<file path="src/rtl/sdx_pkg.sv">
// Package with the register map, field positions and types of the descriptor DMA block.
// Assumes a 32-bit APB bus and a byte-wide card data path.
`default_nettype none
package sdx_pkg;
  // ****************
  // Register offsets
  // ****************
  localparam logic [7:0] SDX_OFF_CTRL = 8'h00;
  localparam logic [7:0] SDX_OFF_BLKSIZE = 8'h04;
  localparam logic [7:0] SDX_OFF_BLOCK_COUNT_FIELD = 8'h08;
  localparam logic [7:0] SDX_OFF_DESC = 8'h0C;
  localparam logic [7:0] SDX_OFF_PRESENT = 8'h10;
  localparam logic [7:0] SDX_OFF_IRQ_STATUS = 8'h14;
  localparam logic [7:0] SDX_OFF_IRQ_MASK = 8'h18;
  localparam logic [7:0] SDX_OFF_XFER_COUNT = 8'h1C;
  // ****************
  // Field positions
  // ****************
  localparam int SDX_CTRL_START = 0;
  localparam int SDX_CTRL_READ = 1;
  localparam int SDX_CTRL_BCE = 2;
  localparam int SDX_CTRL_FMT2 = 3;
  localparam int SDX_CTRL_ABORT = 4;
  localparam int SDX_PRES_ACTIVE = 2;
  localparam int SDX_PRES_LEVEL = 24;
  localparam int SDX_IRQ_TC = 0;
  localparam int SDX_IRQ_HAZARD = 1;
  localparam int SDX_IRQ_STALL = 2;
  localparam int SDX_IRQ_W = 3;
  localparam int SDX_SHORT_LEN_MAX = 4;
  // ****************
  // Reset values
  // ****************
  localparam logic [31:0] SDX_RST_WORD = 32'h0000_0000;
  localparam logic [15:0] SDX_RST_BLOCK_COUNT_FIELD = 16'h0001;
  localparam logic [11:0] SDX_RST_BLKSIZE = 12'h200;
  // ****************
  // Types
  // ****************
  typedef enum logic [1:0] {
    SDX_DESC_NOP = 2'b00,
    SDX_DESC_TRANSFER_DESCRIPTOR = 2'b10,
    SDX_DESC_LINK = 2'b11,
    SDX_DESC_RSVD = 2'b01
  } sdx_kind_t;
  typedef struct packed {
    sdx_kind_t kind;
    logic last;
    logic [15:0] len;
  } sdx_desc_t;
  typedef enum logic [1:0] {
    SDX_IDLE = 2'b00,
    SDX_MOVE = 2'b01,
    SDX_STALL = 2'b10
  } sdx_state_t;
endpackage
`default_nettype wire

</file>
<file path="src/rtl/sdx_dma.sv">
// Descriptor DMA transfer path of an SD host, with its known transfer limits.
// Assumes an APB master on pclk and a card clock and data line zero from the card pins.
//
// Operation
// - End transfer descriptor of 1..4 bytes with block counting may stall the engine.
// - Descriptor read with block size not multiple of 4 never completes.
// - Data line active flag does not follow card busy after R1b commands.
// - Block count of one never gives an unbounded transfer, counting on or off.
`default_nettype none
module sdx_dma #(
  parameter int BLKSIZE_W = 12
) (
  // Clock and reset
  input wire logic pclk,
  input wire logic presetn,
  // APB slave
  input wire logic psel,
  input wire logic penable,
  input wire logic pwrite,
  input wire logic [7:0] paddr,
  input wire logic [31:0] pwdata,
  output logic [31:0] prdata,
  output logic pready,
  output logic pslverr,
  // Card side
  input wire logic card_clk,
  input wire logic card_dat0,
  output logic byte_strobe,
  // Interrupt
  output logic irq
);
  import sdx_pkg::*;

  initial begin
    if (BLKSIZE_W < 3 || BLKSIZE_W > 16) begin
      $error("BLKSIZE_W out of range");
    end
  end

  // ****************
  // Bus decode
  // ****************
  logic setup_phase;
  logic wr_en;
  logic rd_done;
  logic mapped;
  assign setup_phase = psel & ~penable;
  assign wr_en = psel & penable & pwrite & pready;
  assign rd_done = psel & penable & ~pwrite & pready;

  function automatic logic is_mapped(input logic [7:0] a);
    is_mapped = (a[1:0] == 2'b00) && (a <= SDX_OFF_XFER_COUNT);
  endfunction
  assign mapped = is_mapped(paddr);

  // ****************
  // Registers
  // ****************
  logic [31:0] ctrl_reg;
  logic [BLKSIZE_W-1:0] blksize_reg;
  logic [15:0] block_count_field_reg;
  sdx_desc_t desc_reg;
  logic [SDX_IRQ_W-1:0] status_reg;
  logic [SDX_IRQ_W-1:0] mask_reg;
  logic [15:0] xfer_count_reg;
  sdx_state_t state_reg;
  logic start_pulse;
  logic abort_pulse;
  assign start_pulse = wr_en && paddr == SDX_OFF_CTRL && pwdata[SDX_CTRL_START];
  assign abort_pulse = wr_en && paddr == SDX_OFF_CTRL && pwdata[SDX_CTRL_ABORT];
  // Control bits as they stand after this cycle, so a start sees its own mode bits.
  logic [31:0] ctrl_now;
  assign ctrl_now = (wr_en && paddr == SDX_OFF_CTRL)
    ? {27'h000_0000, 1'b0, pwdata[3:1], 1'b0} : ctrl_reg;

  always_ff @(posedge pclk or negedge presetn) begin
    if (!presetn) begin
      ctrl_reg <= SDX_RST_WORD;
      blksize_reg <= BLKSIZE_W'(SDX_RST_BLKSIZE);
      block_count_field_reg <= SDX_RST_BLOCK_COUNT_FIELD;
      desc_reg <= sdx_desc_t'(SDX_RST_WORD[18:0]);
      mask_reg <= '0;
    end else if (wr_en) begin
      case (paddr)
        SDX_OFF_CTRL: ctrl_reg <= {27'h000_0000, 1'b0, pwdata[3:1], 1'b0};
        SDX_OFF_BLKSIZE: blksize_reg <= pwdata[BLKSIZE_W-1:0];
        SDX_OFF_BLOCK_COUNT_FIELD: block_count_field_reg <= pwdata[15:0];
        SDX_OFF_DESC: desc_reg <= sdx_desc_t'(pwdata[18:0]);
        SDX_OFF_IRQ_MASK: mask_reg <= pwdata[SDX_IRQ_W-1:0];
        default: ;
      endcase
    end
  end

  // ****************
  // Card pin synchronisers
  // ****************
  logic [1:0] clk_sync_reg;
  logic clk_prev_reg;
  logic [1:0] dat0_sync_reg;
  logic card_edge;
  always_ff @(posedge pclk or negedge presetn) begin
    if (!presetn) begin
      clk_sync_reg <= 2'b00;
      clk_prev_reg <= 1'b0;
      dat0_sync_reg <= 2'b11;
    end else begin
      clk_sync_reg <= {clk_sync_reg[0], card_clk};
      clk_prev_reg <= clk_sync_reg[1];
      dat0_sync_reg <= {dat0_sync_reg[0], card_dat0};
    end
  end
  assign card_edge = clk_sync_reg[1] & ~clk_prev_reg;

  // ****************
  // Transfer engine
  // ****************
  logic [15:0] bytes_left_reg;
  logic [BLKSIZE_W-1:0] blk_byte_reg;
  logic [15:0] blk_done_reg;
  logic short_end;
  logic misaligned_read;
  logic count_limit;
  logic block_end;
  logic last_byte;
  logic set_tc;
  logic set_hazard;
  logic set_stall;

  assign short_end = desc_reg.kind == SDX_DESC_TRANSFER_DESCRIPTOR && desc_reg.last
    && desc_reg.len != 16'h0000 && desc_reg.len <= 16'(SDX_SHORT_LEN_MAX)
    && ctrl_now[SDX_CTRL_BCE];
  assign misaligned_read = ctrl_now[SDX_CTRL_READ] && blksize_reg[1:0] != 2'b00;
  assign count_limit = ctrl_now[SDX_CTRL_BCE] || block_count_field_reg == 16'h0001;
  assign block_end = blk_byte_reg == blksize_reg - 1'b1;
  assign last_byte = bytes_left_reg == 16'h0001
    || (block_end && count_limit && blk_done_reg == block_count_field_reg - 16'h0001);
  assign set_tc = (state_reg == SDX_MOVE && card_edge && last_byte && !misaligned_read)
    || (start_pulse && state_reg == SDX_IDLE && desc_reg.kind != SDX_DESC_TRANSFER_DESCRIPTOR
        && desc_reg.last);
  assign set_hazard = start_pulse && state_reg == SDX_IDLE && short_end;
  assign set_stall = state_reg == SDX_MOVE && card_edge && last_byte && misaligned_read;

  always_ff @(posedge pclk or negedge presetn) begin
    if (!presetn) begin
      state_reg <= SDX_IDLE;
      bytes_left_reg <= '0;
      blk_byte_reg <= '0;
      blk_done_reg <= '0;
      xfer_count_reg <= '0;
      byte_strobe <= 1'b0;
    end else begin
      byte_strobe <= 1'b0;
      case (state_reg)
        SDX_IDLE: begin
          if (start_pulse && desc_reg.kind == SDX_DESC_TRANSFER_DESCRIPTOR && desc_reg.len != 16'h0000) begin
            bytes_left_reg <= desc_reg.len;
            blk_byte_reg <= '0;
            blk_done_reg <= '0;
            xfer_count_reg <= '0;
            state_reg <= short_end ? SDX_STALL : SDX_MOVE;
          end
        end
        SDX_MOVE: begin
          if (abort_pulse) begin
            state_reg <= SDX_IDLE;
          end else if (card_edge) begin
            byte_strobe <= 1'b1;
            xfer_count_reg <= xfer_count_reg + 16'h0001;
            bytes_left_reg <= bytes_left_reg - 16'h0001;
            if (block_end) begin
              blk_byte_reg <= '0;
              blk_done_reg <= blk_done_reg + 16'h0001;
            end else begin
              blk_byte_reg <= blk_byte_reg + 1'b1;
            end
            if (last_byte) begin
              state_reg <= misaligned_read ? SDX_STALL : SDX_IDLE;
            end
          end
        end
        SDX_STALL: begin
          if (abort_pulse) begin
            state_reg <= SDX_IDLE;
          end
        end
        default: state_reg <= SDX_IDLE;
      endcase
    end
  end

  // ****************
  // Interrupt status, read clears, set wins
  // ****************
  logic [SDX_IRQ_W-1:0] status_set;
  logic status_clear;
  logic [SDX_IRQ_W-1:0] status_next;
  assign status_set = {set_stall, set_hazard, set_tc};
  assign status_clear = rd_done && paddr == SDX_OFF_IRQ_STATUS;
  // Only the bits that the read returned are cleared, so a late event is not lost.
  assign status_next = (status_clear ? status_reg & ~prdata[SDX_IRQ_W-1:0] : status_reg)
    | status_set;
  always_ff @(posedge pclk or negedge presetn) begin
    if (!presetn) begin
      status_reg <= '0;
      irq <= 1'b0;
    end else begin
      status_reg <= status_next;
      irq <= |(status_next & mask_reg);
    end
  end

  // ****************
  // APB answer
  // ****************
  logic [31:0] rd_value;
  always_comb begin
    rd_value = 32'h0000_0000;
    case (paddr)
      SDX_OFF_CTRL: rd_value = ctrl_reg;
      SDX_OFF_BLKSIZE: rd_value = 32'(blksize_reg);
      SDX_OFF_BLOCK_COUNT_FIELD: rd_value = {16'h0000, block_count_field_reg};
      SDX_OFF_DESC: rd_value = {13'h0000, desc_reg};
      SDX_OFF_PRESENT: begin
        rd_value[SDX_PRES_ACTIVE] = state_reg == SDX_MOVE;
        rd_value[SDX_PRES_LEVEL] = dat0_sync_reg[1];
      end
      SDX_OFF_IRQ_STATUS: rd_value = 32'(status_reg);
      SDX_OFF_IRQ_MASK: rd_value = 32'(mask_reg);
      SDX_OFF_XFER_COUNT: rd_value = {16'h0000, xfer_count_reg};
      default: rd_value = 32'h0000_0000;
    endcase
  end

  always_ff @(posedge pclk or negedge presetn) begin
    if (!presetn) begin
      pready <= 1'b0;
      pslverr <= 1'b0;
      prdata <= SDX_RST_WORD;
    end else begin
      pready <= setup_phase;
      pslverr <= setup_phase && !mapped;
      prdata <= (setup_phase && !pwrite && mapped) ? rd_value : SDX_RST_WORD;
    end
  end
endmodule
`default_nettype wire

</file>
<file path="config.mk">
export PLATFORM = sky130hd
export DESIGN_NAME = sdx_dma
export DESIGN_NICKNAME = d
export VERILOG_FILES = /design/src/rtl/sdx_pkg.sv /design/src/rtl/sdx_dma.sv
export SDC_FILE = /design/constraint.sdc
export NUM_CORES = 1
export LEC_CHECK = 0
export BUFFER_PORTS_ARGS = -buffer_cell sky130_fd_sc_hd__buf_2
export CORE_ASPECT_RATIO = 0.7
export CORE_MARGIN = 3
export CORE_UTILIZATION = 60
export CTS_CLUSTER_DIAMETER = 120
export DETAILED_ROUTE_END_ITERATION = 8
export GPL_TIMING_DRIVEN = 0
export HOLD_SLACK_MARGIN = 0.06
export PLACE_DENSITY = 0.81
export SETUP_SLACK_MARGIN = 0.05
export SLEW_MARGIN = 20
export SYNTH_ARGS = -nofsm -noshare
export SYNTH_HDL_FRONTEND = slang
export SYNTH_SLANG_ARGS = --single-unit
</file>
<file path="constraint.sdc">
create_clock -name pclk -period 3.6 [get_ports pclk]
set_clock_uncertainty 0.15 [all_clocks]
set_input_delay 0.18 -clock pclk [delete_from_list [all_inputs] [get_ports pclk]]
set_output_delay 0.18 -clock pclk [all_outputs]
set_load 0.01 [all_outputs]
</file>
# Word-level counts from Yosys, hierarchy flattened
# Cells that the tools add are included.
dict set report op_classes {
  addsub 6
  n_lt_le_gt_ge 2
  eq_ne 22
  n_mux 35
  n_bitwise 14
  reduce_logical 46
}
# operator count
set ops {}
lappend ops {{$mux W16} 9}
lappend ops {{$pmux W16 S2} 3}
lappend ops {{$pmux W16 S5} 1}
lappend ops {{$mux W12} 4}
lappend ops {{$add A16 B1 Y16 const B} 2}
lappend ops {{$eq A16 B1 Y1 const B} 2}
lappend ops {{$eq A8 B5 Y1 const B} 4}
lappend ops {{$sub A16 B1 Y16 const B} 2}
lappend ops {{$logic_and A1 B1 Y1} 25}
lappend ops {{$mux W25} 1}
lappend ops {{$pmux W12 S2} 1}
lappend ops {{$eq A16 B16 Y1} 1}
lappend ops {{$eq A8 B4 Y1 const B} 2}
lappend ops {{$le A16 B3 Y1 const B} 1}
lappend ops {{$reduce_bool A16 Y1} 1}
lappend ops {{$mux W2} 7}
lappend ops {{$pmux W2 S7} 1}
lappend ops {{$add A12 B1 Y12 const B} 1}
lappend ops {{$eq A12 B12 Y1} 1}
lappend ops {{$sub A12 B1 Y12 const B} 1}
lappend ops {{$ne A2 B2 Y1 const B} 5}
lappend ops {{$reduce_and A2 Y1} 5}
lappend ops {{$eq A8 B3 Y1 const B} 1}
lappend ops {{$le A8 B5 Y1 const B} 1}
lappend ops {{21 further kinds} 43}
dict set report word_totals {
  register_bits 152
  in_bits 47
  out_inout_bits 36
}

# Depth between registers and ports, before layout
dict set report logic_depth {
  word_depth 15
  depth_mapped 12
}

# Worst setup path after synthesis
# OpenSTA, ideal clock, no wires.
dict set report synth_timing {
  path_kind {register to register}
  startpoint {reg blksize_reg[0]}
  endpoint {reg blk_done_reg[12]}
  setup_time_ns 0.132
  arrival_time_ns 2.837
  required_time_ns 3.318
  setup_slack_ns 0.481
  stages_incl_launch_ff 13
  n_path_buf 2
  period_less_slack_ns 3.119
  cell_sequence {dfrtp_1 > buf_6 > inv_1 > ha_1 > nor3b_1 > nand2_1 > xnor2_1 > or4_1 > o41a_1 > buf_6 > nor3_2 > xnor2_1 > nor2_1}
}
dict set report synth_via {
  elab_chain_cells 4
}
# element line_no
set synth_lines {}
lappend synth_lines {{start, declared} sdx_dma.sv:60} ;# logic [BLKSIZE_W-1:0] blksize_reg;
lappend synth_lines {{start signal, assigned} sdx_dma.sv:79} ;# blksize_reg <= BLKSIZE_W'(SDX_RST_BLKSIZE);
lappend synth_lines {{start signal, assigned} sdx_dma.sv:86} ;# SDX_OFF_BLKSIZE: blksize_reg <= pwdata[BLKSIZE_W-1:0];
lappend synth_lines {{$sub A12 B1 Y12} sdx_dma.sv:135} ;# assign block_end = blk_byte_reg == blksize_reg - 1'b1;
lappend synth_lines {{$eq A12 B12 Y1} sdx_dma.sv:135}
lappend synth_lines {{$ne A2 B2 Y1 (no source line)} -}
lappend synth_lines {{$reduce_and A5 Y1 (no source line)} -}
lappend synth_lines {{end signal, assigned} sdx_dma.sv:173} ;# blk_done_reg <= blk_done_reg + 16'h0001;
lappend synth_lines {{end, declared} sdx_dma.sv:120} ;# logic [15:0] blk_done_reg;
# Every way passes these cells.
# A chain may end at the register's enable or synchronous reset.

# Worst setup path in the final report
dict set report layout_timing {
  startpoint {in pwrite}
  endpoint {reg bytes_left_reg[2]}
}
dict set report layout_via {
  elab_chain_cells 8
  word_cells_on_any_way 10
  classes_between {eq/ne: 2; bitwise: 2; reduce/logical: 6}
}
# element line_no
set layout_lines {}
lappend layout_lines {{start, declared} sdx_dma.sv:19} ;# input wire logic pwrite,
lappend layout_lines {{$and A1 B1 Y1 (*) (2 in a row)} sdx_dma.sv:48} ;# assign wr_en = psel & penable & pwrite & pready;
lappend layout_lines {{$logic_and A1 B1 Y1 (*)} {sdx_dma.sv:69, sdx_dma.sv:70}}
lappend layout_lines {{$logic_and A1 B1 Y1} sdx_dma.sv:69} ;# assign start_pulse = wr_en && paddr == SDX_OFF_CTRL && pwdata[SDX_CTRL_START];
lappend layout_lines {{$logic_and A1 B1 Y1 (2 in a row)} sdx_dma.sv:156} ;# if (start_pulse && desc_reg.kind == SDX_DESC_TRANSFER_DESCRIPTOR && desc_reg.len != 16'h0000) begin
lappend layout_lines {{$ne A2 B1 Y1 (no source line)} -}
lappend layout_lines {{$reduce_and A4 Y1 (no source line) (*)} -}
lappend layout_lines {{end signal, assigned} sdx_dma.sv:157} ;# bytes_left_reg <= desc_reg.len;
lappend layout_lines {{end signal, assigned} sdx_dma.sv:170} ;# bytes_left_reg <= bytes_left_reg - 16'h0001;
lappend layout_lines {{end, declared} sdx_dma.sv:118} ;# logic [15:0] bytes_left_reg;
# Every way passes the cells marked *; elsewhere a longest branch is shown, timed or not.

==> flow_metrics.tcl <==
set metrics [dict create \
    yosys_warnings 0 \
    numCtsBuffers 17 \
    first_global_vias 6865 \
    synth_top_area_frac 0.444 \
    synth-edff-count 0 \
    drtIter0Drc 925 \
    worst_pin_slew_ns 0.851 \
    synth_adder_area_share 0.0124 \
    final_cell_mix "dfrtp_1, nor2_1, buf_2" \
    ctsLongestPathBuffers 2 \
    fp.dieArea_um2 14900 \
    status "complete, no violations" \
    num_vias 7076 \
    yosys-top-cells-area "dfrtp_1, mux2_2, nor2_1" \
    powerDensity_nw_per_um2 376 \
    place_ws_ns -0.224 \
    maxSlewViolCount 0 \
    cts_tree "done" \
    htreeDepth 4 \
    initial_utilization 0.631 \
    syn_inst 811 \
    avgSynthCellArea_um2 9.93 \
    vias_per_cell 6.41 \
    route.detailed.drc 0 \
    grt_pass1_wl_um 36700 \
    largest_register_ffs 20 \
    hold_ws_ns 0.0907 \
    boundaryPins 83 \
    ys_types 67 \
    diodes 0 \
    rsz0062_at_grt "false" \
    intPower_uw 2710 \
    yosys.area_share.simple 0.205 \
    syn_to_final_growth_pct 18.3 \
    synthMuxAreaShare 0.0974 \
    fin_nets 984 \
    final_common_cell "dfrtp_1" \
    drv_cap 0 \
    ir_worst_vdd_mv 0.312 \
    max_slew_margin 0.433 \
    ys_seq_area_frac 0.457 \
    synth_top_family_by_area "simple AND/OR/NAND/NOR gates" \
    cp-end-kind "register" \
    yosys.area.top_type "dfrtp_1" \
    overflow 0 \
    coreArea_um2 12800 \
    ant_nets 0 \
    grt.total_usage 0.323 \
    min_period_over_period 0.962 \
    worst_slack_ns 0.135 \
    grt_max_degree 99 \
    fp.dieH_um 103 \
    drive_above_1_share 0.205 \
    insertion_delay_ns 0.43 \
    hold_violations 0 \
    io_buffer_count 57 \
    swShare 0.241 \
    worstSetupPathType "in -> reg" \
    setup_violations 0 \
    min_period_ns 3.46 \
    antenna_found_initial 0 \
    ys.flop_type "dfrtp_1" \
    hpwlAfterDp_um 16700 \
    syn_area_um2 8050 \
    firstDrtPassIters 6 \
    synth_xor_area_frac 0.0718 \
    die_x_um 144 \
    async_reset_ff_frac 1.00 \
    routed_wl_um 23300 \
    required_ns 3.72 \
    ys_ff_latch 147 \
    start_kind "primary input" \
    num_rows 34 \
    synth-compound-area-share 0.115 \
    cts-root-buf "clkbuf_16" \
    arrival_ns 3.59 \
    worstPathMaxFanout 10 \
    gp_congestion 1.02 \
    clock_power_share 0.491 \
    switching_power_uw 864 \
    comb_power_share 0.044 \
    min_path_type "in -> async" \
    cts_sinks 147 \
    path_clk_slew_ns 0.07 \
    p_leak_uw 0.00444 \
    p_seq_frac 0.465 \
    max_freq_ghz 0.289 \
    wl_per_cell_um 21.1 \
]
==> cell type report <==
cell class,count,area (µm²)
repair buffers,88,621
flip-flops and latches,147,3680
multi-input cells,606,4110
inverters,23,86.3
clock buffers,18,439
clock inverters,14,143
well taps,162,203
plain buffers,46,244
fillers,884,3240
==> worst max-delay path: stages <==
cell and delay (ns):
dlygate4sd3_1 0.53, buf_2 0.16, and4_1 0.21, clkbuf_1 0.30, nand4_1 0.25, nand2_1 0.30
clkinv_1 0.44, nor2_4 0.51, clkbuf_1 0.49, o21ai_0 0.21
==> cell usage after synthesis, drive strengths merged, types with 4 or more instances <==
cell,number
xnor2,37
nand2b,9
o21ai,41
dfrtp,143
a31oi,6
mux2,51
nor3,28
or3,6
nor4b,6
and4,7
nand4,20
nor2b,4
or4,4
buf,19
xor2,29
and3,12
clkbuf,27
inv,22
nor4,16
and2,6
a22oi,8
a221oi,13
mux2i,21
nand3,25
ha,8
o22ai,4
o31ai,6
a21oi,29
dfstp,4
nand2,53
o32ai,4
nor2,102
==> cells by family after synthesis <==
group / Yosys count
other cells: 1
compound gates: 141
flops: 147
simple gates: 307
mux: 72
buf+inv: 69
xor+xnor: 66
fa+ha+maj: 8
==> path summary, 6_finish.rpt <==
check	startpoint	end	slack, ns	depth (start not counted)
worst max-delay path	pwrite	bytes_left_reg[2]	0.14	10
worst min-delay path	presetn	desc_reg[18]	0.09	2
worst max register to register	pready	bytes_left_reg[2]	0.14	8
worst min register to register	clk_sync_reg[0]	clk_sync_reg[1]	0.21	0
max in group asynchronous	presetn	block_count_field_reg[0]	2.39	3
min in group pclk	paddr[1]	ctrl_reg[2]	0.09	4
==> per-stage QoR <==
| step | total power [µW] | std cells | TNS [ns] | utilization | instance area [µm²] |
|---|---|---|---|---|---|
| 4_1_cts | 3580 | 1103 | 0 | 0.745 | 9510 |
| 2_1_floorplan | 1750 | 822 | 0 | - | 8090 |
| 6_report | 3580 | 1104 | 0 | 0.746 | 9530 |
| 3_3_place_gp | 1820 | 1041 | -0.0626 | 0.672 | 8580 |
| 3_5_place_dp | 1830 | 1042 | -1.17 | 0.675 | 8620 |
| 5_1_grt | 3680 | 1104 | 0 | 0.746 | 9530 |
==> repair_timing <==
| item | 4_1_cts | 5_1_grt |
|---|---|---|
| gates resized for setup | 3 | 7 |
| endpoints found under the hold margin | 202 | 0 |
| hold buffers | 29 | 0 |
| buffers inserted | 0 | 1 |
| endpoints found under the setup margin | 33 | 43 |
==> power groups by stage <==
stage	Sequential [µW]	Clock, µW	Combinational [µW]
detailed placement	1700	0	132
global route	1660	1850	172
floorplan	1690	0	52.7
CTS	1660	1760	156
global placement	1700	0	123
finish	1670	1760	157
==> routing by layer <==
layer | up-vias | wire length [µm] | track usage
li1 | 3139 | - | -
met3 | 59 | 2530 | 0.0913
met5 | - | 0 | 0
met2 | 449 | 10500 | 0.502
met1 | 3429 | 9820 | 0.448
met4 | 0 | 421 | 0.0896
Note: power is estimated with default switching activity, not from simulation.
